### config.mk
export PLATFORM = sky130hd
export DESIGN_NAME = gcps_top
export DESIGN_NICKNAME = d
export VERILOG_FILES = /design/src/design/gcps_pkg.sv /design/src/design/gcps_pll_if.sv /design/src/design/gcps_top.sv /design/src/design/gcps_pll.sv
export VERILOG_INCLUDE_DIRS = /design/src /design/src/design
export SDC_FILE = /design/constraint.sdc
export NUM_CORES = 1
export LEC_CHECK = 0
export ABC_CLOCK_PERIOD_IN_PS = 4100
export BUFFER_PORTS_ARGS = -buffer_cell sky130_fd_sc_hd__buf_2
export CAP_MARGIN = 20
export CORE_MARGIN = 2
export CORE_UTILIZATION = 40
export DETAILED_ROUTE_END_ITERATION = 16
export GPL_ROUTABILITY_DRIVEN = 1
export PLACE_DENSITY = 0.66
export SKIP_LAST_GASP = 1
export SLEW_MARGIN = 20
export SYNTH_ARGS = -nofsm -noshare
export SYNTH_HDL_FRONTEND = slang
export SYNTH_SLANG_ARGS = --single-unit
### constraint.sdc
create_clock -name clk_i -period 4.1 [get_ports clk_i]
set_input_delay 0.615 -clock clk_i [delete_from_list [all_inputs] [get_ports clk_i]]
set_output_delay 0.615 -clock clk_i [all_outputs]
set_load 0.02 [all_outputs]
### src/design/gcps_consts.svh
// Register offsets, field positions and reset values of the clock select block
`ifndef GCPS_CONSTS_SVH
`define GCPS_CONSTS_SVH

// Register byte offsets; each PLL owns a 16-byte window at PLL_STRIDE
`define GCPS_OFS_DIV 8'h00
`define GCPS_OFS_CNT0 8'h04
`define GCPS_OFS_CNT1 8'h08
`define GCPS_PLL_STRIDE 8'h10
`define GCPS_OFS_LINESEL 8'h20
`define GCPS_OFS_CTRL 8'h24
`define GCPS_OFS_STATUS 8'h28

// Divider register fields
`define GCPS_DIV_M_LSB 0
`define GCPS_DIV_N_LSB 8
`define GCPS_DIV_LVDS_BIT 16
`define GCPS_DIV_EXTEN_BIT 17
`define GCPS_DIV_EXTDIFF_BIT 18

// Counter register fields
`define GCPS_CNT_POST_LSB 0
`define GCPS_CNT_PHASE_LSB 8
`define GCPS_CNT_DUTY_LSB 16

// Line select: three bits per global line
`define GCPS_SEL_W 3

// Status register fields
`define GCPS_ST_LINES_LSB 0
`define GCPS_ST_ALIVE_LSB 8
`define GCPS_ST_PRESENT_LSB 10
`define GCPS_ST_RUN_BIT 12

// Divider limits
`define GCPS_M_MIN 6'h02
`define GCPS_M_MAX 6'h20
`define GCPS_NC_MIN 6'h01
`define GCPS_NC_MAX 6'h20

// Reset values
`define GCPS_RST_M 6'h02
`define GCPS_RST_N 6'h01
`define GCPS_RST_POST 6'h01
`define GCPS_RST_PHASE 8'h00
`define GCPS_RST_DUTY 8'h04

// Oscillator steps per oscillator period (phase resolution)
`define GCPS_STEPS 8

`endif

### src/design/gcps_pkg.sv
// Types shared by the clock select block
package gcps_pkg;

  // Source of one global clock line
  typedef enum logic [2:0] {
    GCPS_SRC_OFF = 3'h0,
    GCPS_SRC_PLL = 3'h1,
    GCPS_SRC_PIN = 3'h2,
    GCPS_SRC_DUAL = 3'h3,
    GCPS_SRC_LOGIC = 3'h4
  } gcps_src_t;

  typedef logic [5:0] gcps_div_t;
  typedef logic [7:0] gcps_step_t;

endpackage : gcps_pkg

### src/design/gcps_pll_if.sv
// Configuration and output bundle between the top and one PLL model
`timescale 1ns/1ps
`default_nettype none
interface gcps_pll_if;
  import gcps_pkg::*;
  logic run;
  logic ref_clk;
  gcps_div_t m;
  gcps_div_t n;
  gcps_div_t post [2];
  gcps_step_t phase [2];
  gcps_step_t duty [2];
  logic [1:0] cnt_out;
  logic alive;

  modport cfg (output run, ref_clk, m, n, post, phase, duty,
               input cnt_out, alive);
  modport pll (input run, ref_clk, m, n, post, phase, duty,
               output cnt_out, alive);
endinterface : gcps_pll_if
`default_nettype wire

### src/design/gcps_top.sv
// Global clock line selection and PLL configuration with a Wishbone slave
`timescale 1ns/1ps
`default_nettype none
module gcps_top
  import gcps_pkg::*;
#(
  parameter int NUM_PLL = 2,
  parameter int NUM_LINES = 8
) (
  input wire logic clk_i,
  input wire logic rst_i,
  input wire logic [7:0] wb_adr_i,
  input wire logic [31:0] wb_dat_i,
  output logic [31:0] wb_dat_o,
  input wire logic [3:0] wb_sel_i,
  input wire logic wb_we_i,
  input wire logic wb_cyc_i,
  input wire logic wb_stb_i,
  output logic wb_ack_o,
  input wire logic [3:0] ded_clk_pins_i,
  input wire logic [7:0] dual_purpose_clock_pins_i,
  input wire logic [7:0] logic_array_clk_i,
  output logic [7:0] global_line_o,
  output logic [1:0] pll_one_external_output_o,
  output logic [1:0] pll_one_external_output_oe_n_o,
  output logic [1:0] pll_two_external_output_o,
  output logic [1:0] pll_two_external_output_oe_n_o,
  input wire logic [1:0] pll_one_user_io_i,
  input wire logic [1:0] pll_one_user_io_oe_n_i,
  input wire logic [1:0] pll_two_user_io_i,
  input wire logic [1:0] pll_two_user_io_oe_n_i
);
  `include "gcps_consts.svh"

  // Merge a write with byte enables over the current register value
  function automatic logic [31:0] wb_merge(input logic [31:0] cur,
                                           input logic [31:0] wd,
                                           input logic [3:0] sel);
    logic [31:0] mask;
    mask = {{8{sel[3]}}, {8{sel[2]}}, {8{sel[1]}}, {8{sel[0]}}};
    wb_merge = (cur & ~mask) | (wd & mask);
  endfunction : wb_merge

  // Divider range check, shared by m, n and post-scale fields
  function automatic logic in_range(input logic [5:0] v,
                                    input logic [5:0] lo);
    in_range = (v >= lo) && (v <= `GCPS_NC_MAX);
  endfunction : in_range

  // Synchronisers for pin inputs; stage one is read by stage two only
  // A pin edge near the clock edge costs a cycle of delay, never a glitch
  logic [3:0] ded_s1_q;
  logic [3:0] ded_s2_q;
  logic [7:0] dual_s1_q;
  logic [7:0] dual_s2_q;
  always_ff @(posedge clk_i) begin
    ded_s1_q <= ded_clk_pins_i;
    ded_s2_q <= ded_s1_q;
    dual_s1_q <= dual_purpose_clock_pins_i;
    dual_s2_q <= dual_s1_q;
  end

  // Configuration registers
  // An absent second PLL keeps its reset values and reads as zero
  gcps_div_t m_q [2];
  gcps_div_t n_q [2];
  gcps_div_t post_q [2][2];
  gcps_step_t phase_q [2][2];
  gcps_step_t duty_q [2][2];
  logic [1:0] lvds_q;
  logic [1:0] ext_en_q;
  logic [1:0] ext_diff_q;
  logic [23:0] line_sel_q;
  logic run_q;
  logic [1:0] alive;
  logic [1:0] cnt_out [2];

  // Bus decode
  wire req = wb_cyc_i & wb_stb_i & ~wb_ack_o;
  wire wr = req & wb_we_i;
  wire [7:0] adr = {wb_adr_i[7:2], 2'b00};
  // Word 3 of each PLL window is a hole and reads as zero
  wire in_pll = (adr < `GCPS_OFS_LINESEL) && (adr[3:0] != 4'hc);
  wire pll_idx = adr[4];
  wire [7:0] pll_ofs = {4'h0, adr[3:0]};
  wire pll_ok = in_pll && (int'(pll_idx) < NUM_PLL);
  wire cfg_open = ~run_q;

  // Register image words; every field arrives as an argument, since a
  // continuous assignment only wakes up when its operands change
  function automatic logic [31:0] div_word(input gcps_div_t m,
                                           input gcps_div_t n,
                                           input logic lvds,
                                           input logic ext_en,
                                           input logic ext_diff);
    div_word = 32'h0;
    div_word[`GCPS_DIV_M_LSB +: 6] = m;
    div_word[`GCPS_DIV_N_LSB +: 6] = n;
    div_word[`GCPS_DIV_LVDS_BIT] = lvds;
    div_word[`GCPS_DIV_EXTEN_BIT] = ext_en;
    div_word[`GCPS_DIV_EXTDIFF_BIT] = ext_diff;
  endfunction : div_word

  function automatic logic [31:0] cnt_word(input gcps_div_t post,
                                           input gcps_step_t phase,
                                           input gcps_step_t duty);
    cnt_word = 32'h0;
    cnt_word[`GCPS_CNT_POST_LSB +: 6] = post;
    cnt_word[`GCPS_CNT_PHASE_LSB +: 8] = phase;
    cnt_word[`GCPS_CNT_DUTY_LSB +: 8] = duty;
  endfunction : cnt_word

  wire [31:0] status_word = {19'h0, run_q,
                             2'(NUM_PLL == 2 ? 2'b11 : 2'b01),
                             alive, global_line_o};
  // Fields of the addressed PLL
  wire [31:0] div_img = div_word(m_q[pll_idx], n_q[pll_idx], lvds_q[pll_idx],
                                 ext_en_q[pll_idx], ext_diff_q[pll_idx]);
  wire [31:0] cnt0_img = cnt_word(post_q[pll_idx][0], phase_q[pll_idx][0],
                                  duty_q[pll_idx][0]);
  wire [31:0] cnt1_img = cnt_word(post_q[pll_idx][1], phase_q[pll_idx][1],
                                  duty_q[pll_idx][1]);
  wire [31:0] pll_word = (pll_ofs == `GCPS_OFS_DIV) ? div_img :
                         (pll_ofs == `GCPS_OFS_CNT0) ? cnt0_img : cnt1_img;
  // Unmapped offsets and an absent PLL read as zero
  wire [31:0] rd_word = pll_ok ? pll_word :
                        (adr == `GCPS_OFS_LINESEL) ? {8'h0, line_sel_q} :
                        (adr == `GCPS_OFS_CTRL) ? {31'h0, run_q} :
                        (adr == `GCPS_OFS_STATUS) ? status_word : 32'h0;
  wire [31:0] wd = wb_merge(rd_word, wb_dat_i, wb_sel_i);

  // Proposed field values; out of range values leave the field unchanged
  wire [5:0] wd_m = wd[`GCPS_DIV_M_LSB +: 6];
  wire [5:0] wd_n = wd[`GCPS_DIV_N_LSB +: 6];
  wire [5:0] wd_post = wd[`GCPS_CNT_POST_LSB +: 6];
  wire [7:0] wd_phase = wd[`GCPS_CNT_PHASE_LSB +: 8];
  wire [7:0] wd_duty = wd[`GCPS_CNT_DUTY_LSB +: 8];
  wire m_ok = in_range(wd_m, `GCPS_M_MIN);
  wire n_ok = in_range(wd_n, `GCPS_NC_MIN);
  wire post_ok = in_range(wd_post, `GCPS_NC_MIN);
  wire cnt_sel = (pll_ofs == `GCPS_OFS_CNT1);
  wire cnt_wr = wr && cfg_open && pll_ok && (pll_ofs != `GCPS_OFS_DIV);
  wire div_wr = wr && cfg_open && pll_ok && (pll_ofs == `GCPS_OFS_DIV);

  // Bus answer: one cycle after the request, one cycle long
  // No wait states, so the master never sees a stretched cycle
  always_ff @(posedge clk_i) begin
    if (rst_i) begin
      wb_ack_o <= 1'b0;
      wb_dat_o <= 32'h0;
    end else begin
      wb_ack_o <= req;
      wb_dat_o <= (req && !wb_we_i) ? rd_word : 32'h0;
    end
  end

  // Global register strobes; all writes are dropped once running
  wire sel_wr = wr && cfg_open && (adr == `GCPS_OFS_LINESEL);
  wire ctrl_wr = wr && cfg_open && (adr == `GCPS_OFS_CTRL);

  // Global settings; run can only be set, so the setup stays frozen
  always_ff @(posedge clk_i) begin
    if (rst_i) begin
      line_sel_q <= 24'h0;
      run_q <= 1'b0;
    end else begin
      if (sel_wr) line_sel_q <= wd[23:0];
      if (ctrl_wr) run_q <= wd[0];
    end
  end

  // Per-PLL settings, only while stopped
  // A divider outside its range keeps the old value; the rest lands
  genvar k;
  generate
    for (k = 0; k < 2; k++) begin : g_cfg
      always_ff @(posedge clk_i) begin
        if (rst_i) begin
          m_q[k] <= `GCPS_RST_M;
          n_q[k] <= `GCPS_RST_N;
          lvds_q[k] <= 1'b0;
          ext_en_q[k] <= 1'b0;
          ext_diff_q[k] <= 1'b0;
        end else if (div_wr && (int'(pll_idx) == k)) begin
          if (m_ok) m_q[k] <= wd_m;
          if (n_ok) n_q[k] <= wd_n;
          lvds_q[k] <= wd[`GCPS_DIV_LVDS_BIT];
          ext_en_q[k] <= wd[`GCPS_DIV_EXTEN_BIT];
          ext_diff_q[k] <= wd[`GCPS_DIV_EXTDIFF_BIT];
        end
      end
      for (genvar c = 0; c < 2; c++) begin : g_c
        always_ff @(posedge clk_i) begin
          if (rst_i) begin
            post_q[k][c] <= `GCPS_RST_POST;
            phase_q[k][c] <= `GCPS_RST_PHASE;
            duty_q[k][c] <= `GCPS_RST_DUTY;
          end else if (cnt_wr && (int'(pll_idx) == k) && (int'(cnt_sel) == c)) begin
            if (post_ok) post_q[k][c] <= wd_post;
            phase_q[k][c] <= wd_phase;
            duty_q[k][c] <= wd_duty;
          end
        end
      end
    end
  endgenerate

  // PLL instances; the smaller variant leaves the second slot empty
  // The reference is sampled, so it must stay well below half the clock
  generate
    for (k = 0; k < 2; k++) begin : g_pll
      if (k < NUM_PLL) begin : g_on
        gcps_pll_if pif ();
        // Reference from pin 2k, or the pair 2k/2k+1 as LVDS
        assign pif.ref_clk = lvds_q[k] ?
          (ded_s2_q[2*k] & ~ded_s2_q[2*k+1]) : ded_s2_q[2*k];
        assign pif.run = run_q;
        assign pif.m = m_q[k];
        assign pif.n = n_q[k];
        assign pif.post = post_q[k];
        assign pif.phase = phase_q[k];
        assign pif.duty = duty_q[k];
        assign cnt_out[k] = pif.cnt_out;
        assign alive[k] = pif.alive;
        gcps_pll u_pll (
          .clk_i (clk_i),
          .rst_i (rst_i),
          .pif (pif)
        );
      end else begin : g_off
        assign cnt_out[k] = 2'b00;
        assign alive[k] = 1'b0;
      end
    end
  endgenerate

  // Line source mux; PLL counter and pin choice are fixed per line
  // Codes with no source for a line leave it low
  logic [7:0] line_d;
  generate
    for (k = 0; k < NUM_LINES; k++) begin : g_line
      localparam int PLL = k / 4;
      localparam int CNT = ((k % 4) == 1 || (k % 4) == 2) ? 0 : 1;
      localparam int PIN = (k / 4) * 2 + (k % 2);
      wire [2:0] sel = line_sel_q[k*`GCPS_SEL_W +: `GCPS_SEL_W];
      assign line_d[k] =
        (sel == GCPS_SRC_PLL) ? cnt_out[PLL][CNT] :
        (sel == GCPS_SRC_PIN) ? ded_s2_q[PIN] :
        (sel == GCPS_SRC_DUAL) ? dual_s2_q[k] :
        (sel == GCPS_SRC_LOGIC) ? logic_array_clk_i[k] : 1'b0;
    end
  endgenerate

  // External outputs: counter 0 drives p, n carries its inverse in
  // differential mode; otherwise the pins act as user I/O
  // While counter 0 drives the pins, the negative leg is only enabled in differential mode; as user I/O, uio_oe_n decides
  logic [1:0] ext_d [2];
  logic [1:0] ext_oe_n_d [2];
  wire [1:0] uio [2] = '{pll_one_user_io_i, pll_two_user_io_i};
  wire [1:0] uio_oe_n [2] = '{pll_one_user_io_oe_n_i, pll_two_user_io_oe_n_i};
  generate
    for (k = 0; k < 2; k++) begin : g_ext
      wire on = ext_en_q[k] && run_q && (k < NUM_PLL);
      assign ext_d[k] = on ? {~cnt_out[k][0], cnt_out[k][0]} : uio[k];
      assign ext_oe_n_d[k] = !on ? uio_oe_n[k] :
                             {~ext_diff_q[k], 1'b0};
    end
  endgenerate

  // Output flops
  // Reset leaves every external pin released
  always_ff @(posedge clk_i) begin
    if (rst_i) begin
      global_line_o <= 8'h00;
      pll_one_external_output_o <= 2'b00;
      pll_two_external_output_o <= 2'b00;
      pll_one_external_output_oe_n_o <= 2'b11;
      pll_two_external_output_oe_n_o <= 2'b11;
    end else begin
      global_line_o <= line_d;
      pll_one_external_output_o <= ext_d[0];
      pll_two_external_output_o <= ext_d[1];
      pll_one_external_output_oe_n_o <= ext_oe_n_d[0];
      pll_two_external_output_oe_n_o <= ext_oe_n_d[1];
    end
  end
endmodule : gcps_top
`default_nettype wire

### src/design/gcps_pll.sv
// Digital model of one PLL: m/n rate synthesis and two post-scale counters
`timescale 1ns/1ps
`default_nettype none
module gcps_pll
  import gcps_pkg::*;
(
  input wire logic clk_i,
  input wire logic rst_i,
  gcps_pll_if.pll pif
);
  `include "gcps_consts.svh"

  logic ref_q;
  logic [5:0] ndiv_q;
  logic [9:0] credit_q;
  logic alive_q;
  logic [1:0] out_q;
  wire ref_rise = pif.ref_clk & ~ref_q;
  // Every n reference edges the oscillator earns 8*m steps
  wire ndiv_wrap = ref_rise && ((ndiv_q + 6'h01) >= pif.n);
  wire tick = (credit_q != 10'h000);
  wire [9:0] feed = ndiv_wrap ? {1'b0, pif.m, 3'h0} : 10'h000;

  // Input divider and oscillator step credit; halted until run
  always_ff @(posedge clk_i) begin
    if (rst_i || !pif.run) begin
      ref_q <= 1'b0;
      ndiv_q <= 6'h00;
      credit_q <= 10'h000;
      alive_q <= 1'b0;
    end else begin
      ref_q <= pif.ref_clk;
      if (ref_rise) begin
        ndiv_q <= ndiv_wrap ? 6'h00 : ndiv_q + 6'h01;
        alive_q <= 1'b1;
      end
      credit_q <= credit_q + feed - {9'h000, tick};
    end
  end

  // Two post-scale counters with own phase and duty
  genvar g;
  generate
    for (g = 0; g < 2; g++) begin : g_cnt
      logic [8:0] cnt_q;
      wire [8:0] span = {pif.post[g], 3'h0};
      wire [8:0] ph = {1'b0, pif.phase[g]};
      // Phase in eighths of an oscillator period: 45 degree steps
      wire [8:0] pos = (cnt_q >= ph) ? cnt_q - ph : cnt_q + span - ph;
      always_ff @(posedge clk_i) begin
        if (rst_i || !pif.run) begin
          cnt_q <= 9'h000;
          out_q[g] <= 1'b0;
        end else begin
          if (tick) begin
            cnt_q <= ((cnt_q + 9'h001) >= span) ? 9'h000 : cnt_q + 9'h001;
          end
          out_q[g] <= (pos < {1'b0, pif.duty[g]});
        end
      end
    end
  endgenerate

  assign pif.cnt_out = out_q;
  assign pif.alive = alive_q;
endmodule : gcps_pll
`default_nettype wire

==> results.ini <==
[hold_path]
hold_path_class=primary input to register
whs_path_depth=1

[power_and_ir_drop]
p_switching_uw=1690
seqPwrFrac_pct=46.6
power_density_nw_per_um2=322
comb_power_share_pct=12.4
power.share.clock_pct=41.0
leakage_uw=0.00869
ir_drop_mv=0.326
internal_power_uw=4850
swShare_pct=25.9

[yosys]
yosysTopAreaCell=dfxtp_1
synth_flop_cell=dfxtp_1
ys_ff_latch=284
ys_async_sr_fraction_pct=0
synthTopCellsByArea=dfxtp_1, edfxtp_1, ha_1
synth_cell_types=67
synth_commonest_cells=nor2_1, inv_1, dfxtp_1
synth_most_common_cell=nor2_1
synth.cell_area_um2=17900
yosysTopAreaCellShare_pct=19.2
synth_warnings=0
synth_edf_count=112
synth-seq-area-share_pct=37.9
avgSynthCellArea_um2=9.29
syn_inst=1932

[route]
drc=0
wire_per_inst_um=19.1
dr.pass1.iters=5
drt_iter0_drc=1095
vias=14400
vias_per_cell=5.38
wl_um=51300
ant_nets=0

[critical_path]
required_ps=4590
r2r_cells=16
cp_num_cells=16
cp_top_family=adder cells
crit_arrival_ps=4300
cpPeakStageDelay_ps=500
worst_setup_path_start_kind=register
worst-path-buf-inv=1
cp-end-kind=register
crit_path_cell_trace=inv_1, ha_1, ha_1, fa_1, a21o_1, a21oi_1, o21bai_1, a21oi_1, xnor2_1, nor2_1, nor3_1, ha_1, or4_1, o21ai_0, nand2_1, mux2i_1
cp_max_fo=3
critical-path-slowest-cell=or4_1
path_common_cell=ha_1
path_class=register to register

[clocking]
h-tree-depth=1
clkTransAtPathRegs_ps=70
postCtsHoldBufs=0
clock_latency_ps=580
root_buffer=clkbuf_16
clkSinkCount=284
cts_buffers=30
tritoncts=built
cts_buffer_depth=3

[die]
top_level_ports=126
die_x_um=216
dieArea_um2=46600
die_height_um=216
start_util_pct=40.6
core.rowCount=77
core_area_um2=44200

[timing]
finalHoldViolations=0
worst_slack_ps=285
fin_hold_ws_ps=141
timing.final.crit_share_pct=93.0
finalSetupViolations=0
fin_tns_setup_ps=0
layout_min_cycle_time_ps=3810
max_freq_mhz=262
relSlewSlack_pct=32.0
skew_ps=15.1
slew_viol_final=0
rsz0062_at_grt=no
worst_slew_pin_slew_ps=1010

[finish]
nets=2339
regArea_um2=6810
utilization_pct=45.9
nFillCells=4130
layout-drive-gt1-share_pct=13.3
instances_no_fill=2683
multi_input_area_um2=9980
synthToLayoutAreaGrowth_pct=13.2

[grt]
grt_pass1_wl_um=79800
overflow=0
grt_use_total_pct=21.9
antenna_found_initial=2
first_global_vias=14200
grt_max_degree=44

[place]
pre_cts_ws_ps=285
hpwlAfterDp_um=40700
dp.cells=2624
place_congestion=0.903
placement.io_buffers=106

[outcome]
status=finished clean

[job]
drv_cap=0

routing by layer:
layer	share of wire (%)	up-vias	global-route usage, %
li1	-	6908	-
met1	42	6868	28.5
met2	47	560	36.8
met3	7.4	88	3.11
met4	3.5	0	8.28
met5	0	-	0
flip-flops by register name (all words and copies together), names as in the netlist, 8 cells and up:
name and flops:
phase_q 32, n_q 12, global_line_o 8, g_pll.g_on.u_pll.g_cnt.cnt_q 36
dual_s2_q 8, m_q 12, g_pll.g_on.u_pll.ndiv_q 12, post_q 24
line_sel_q 24, dual_s1_q 8, wb_dat_o 24, g_pll.g_on.u_pll.credit_q 20
duty_q 32
stage by stage:
step | cell area (um^2) | power (uW)
floorplan | 18000 | 3640
global placement | 19300 | 3880
detailed placement | 19300 | 3910
CTS | 20300 | 6570
global route | 20300 | 6770
finish | 20300 | 6540
cells by family after synthesis:
kind of cell	synth area share [%]
and+or+nand+nor	15.9
AOI/OAI and AO/OA	12.5
buffers and inverters	6.59
DFF	37.9
adders and majority gates	15.2
xor gates and xnor gates	5.37
muxes	6.43
other	0.0209
final timing paths:
check | startpoint | to | slack [ps]
min reg2reg | dual_s1_q[7]$_DFF_P_ | dual_s2_q[7]$_DFF_P_ | 320
max reg2reg | phase_q[0][1]$_SDFFCE_PN0P_ | g_pll[0].g_on.u_pll.pif.cnt_out[1]$_SDFF_PP0_ | 290
min | dual_purpose_clock_pins_i[5] | dual_s1_q[5]$_DFF_P_ | 140
max | phase_q[0][1]$_SDFFCE_PN0P_ | g_pll[0].g_on.u_pll.pif.cnt_out[1]$_SDFF_PP0_ | 290
power by group through the flow:
| stage | clock [uW] | combinational, uW | sequential [uW] |
|---|---|---|---|
| floorplan | 0 | 565 | 3080 |
| global placement | 0 | 777 | 3110 |
| detailed placement | 0 | 798 | 3110 |
| CTS | 2720 | 804 | 3050 |
| global route | 2830 | 897 | 3050 |
| finish | 2680 | 811 | 3050 |
cell usage in the layout (no fill, tap or decap), types with 6 or more instances in the layout:
master	instances
xor2_1	30
nand4_1	21
nor4_1	16
clkbuf_16	32
a211oi_1	9
o32a_1	7
nand3_1	42
dfxtp_1	172
clkbuf_1	7
ha_1	164
and2_1	10
o21ai_0	68
or3_1	15
a211o_1	6
clkinv_2	6
conb_1	8
o21bai_1	15
mux2_2	29
mux2i_1	28
nor2b_1	25
and3_1	11
o211ai_1	8
a22o_1	28
nor2_1	263
nand2_1	129
buf_2	106
edfxtp_1	112
a21oi_1	119
fa_1	34
a22oi_1	8
xnor2_1	80
mux4_2	20
buf_4	55
nand2b_1	16
inv_1	225
a21o_1	37
o21a_1	13
nor3_1	39
what timing repair did:
action | 4_1_cts | 5_1_grt
gates resized for setup | 0 | 1
endpoints found under the hold margin | 0 | 0
setup buffers | 0 | 0
setup endpoints to repair | 0 | 1
layout make-up:
class / instances / area share (%)
diodes: 3 / 0.0370
clock buffers: 42 / 4.23
clock inverters: 14 / 0.517
inverters: 225 / 4.16
multi-input cells: 1361 / 49.2
flip-flops and latches: 284 / 33.5
well taps: 592 / 3.65
repair buffers: 162 / 4.74
(Power assumes the default switching activity.)
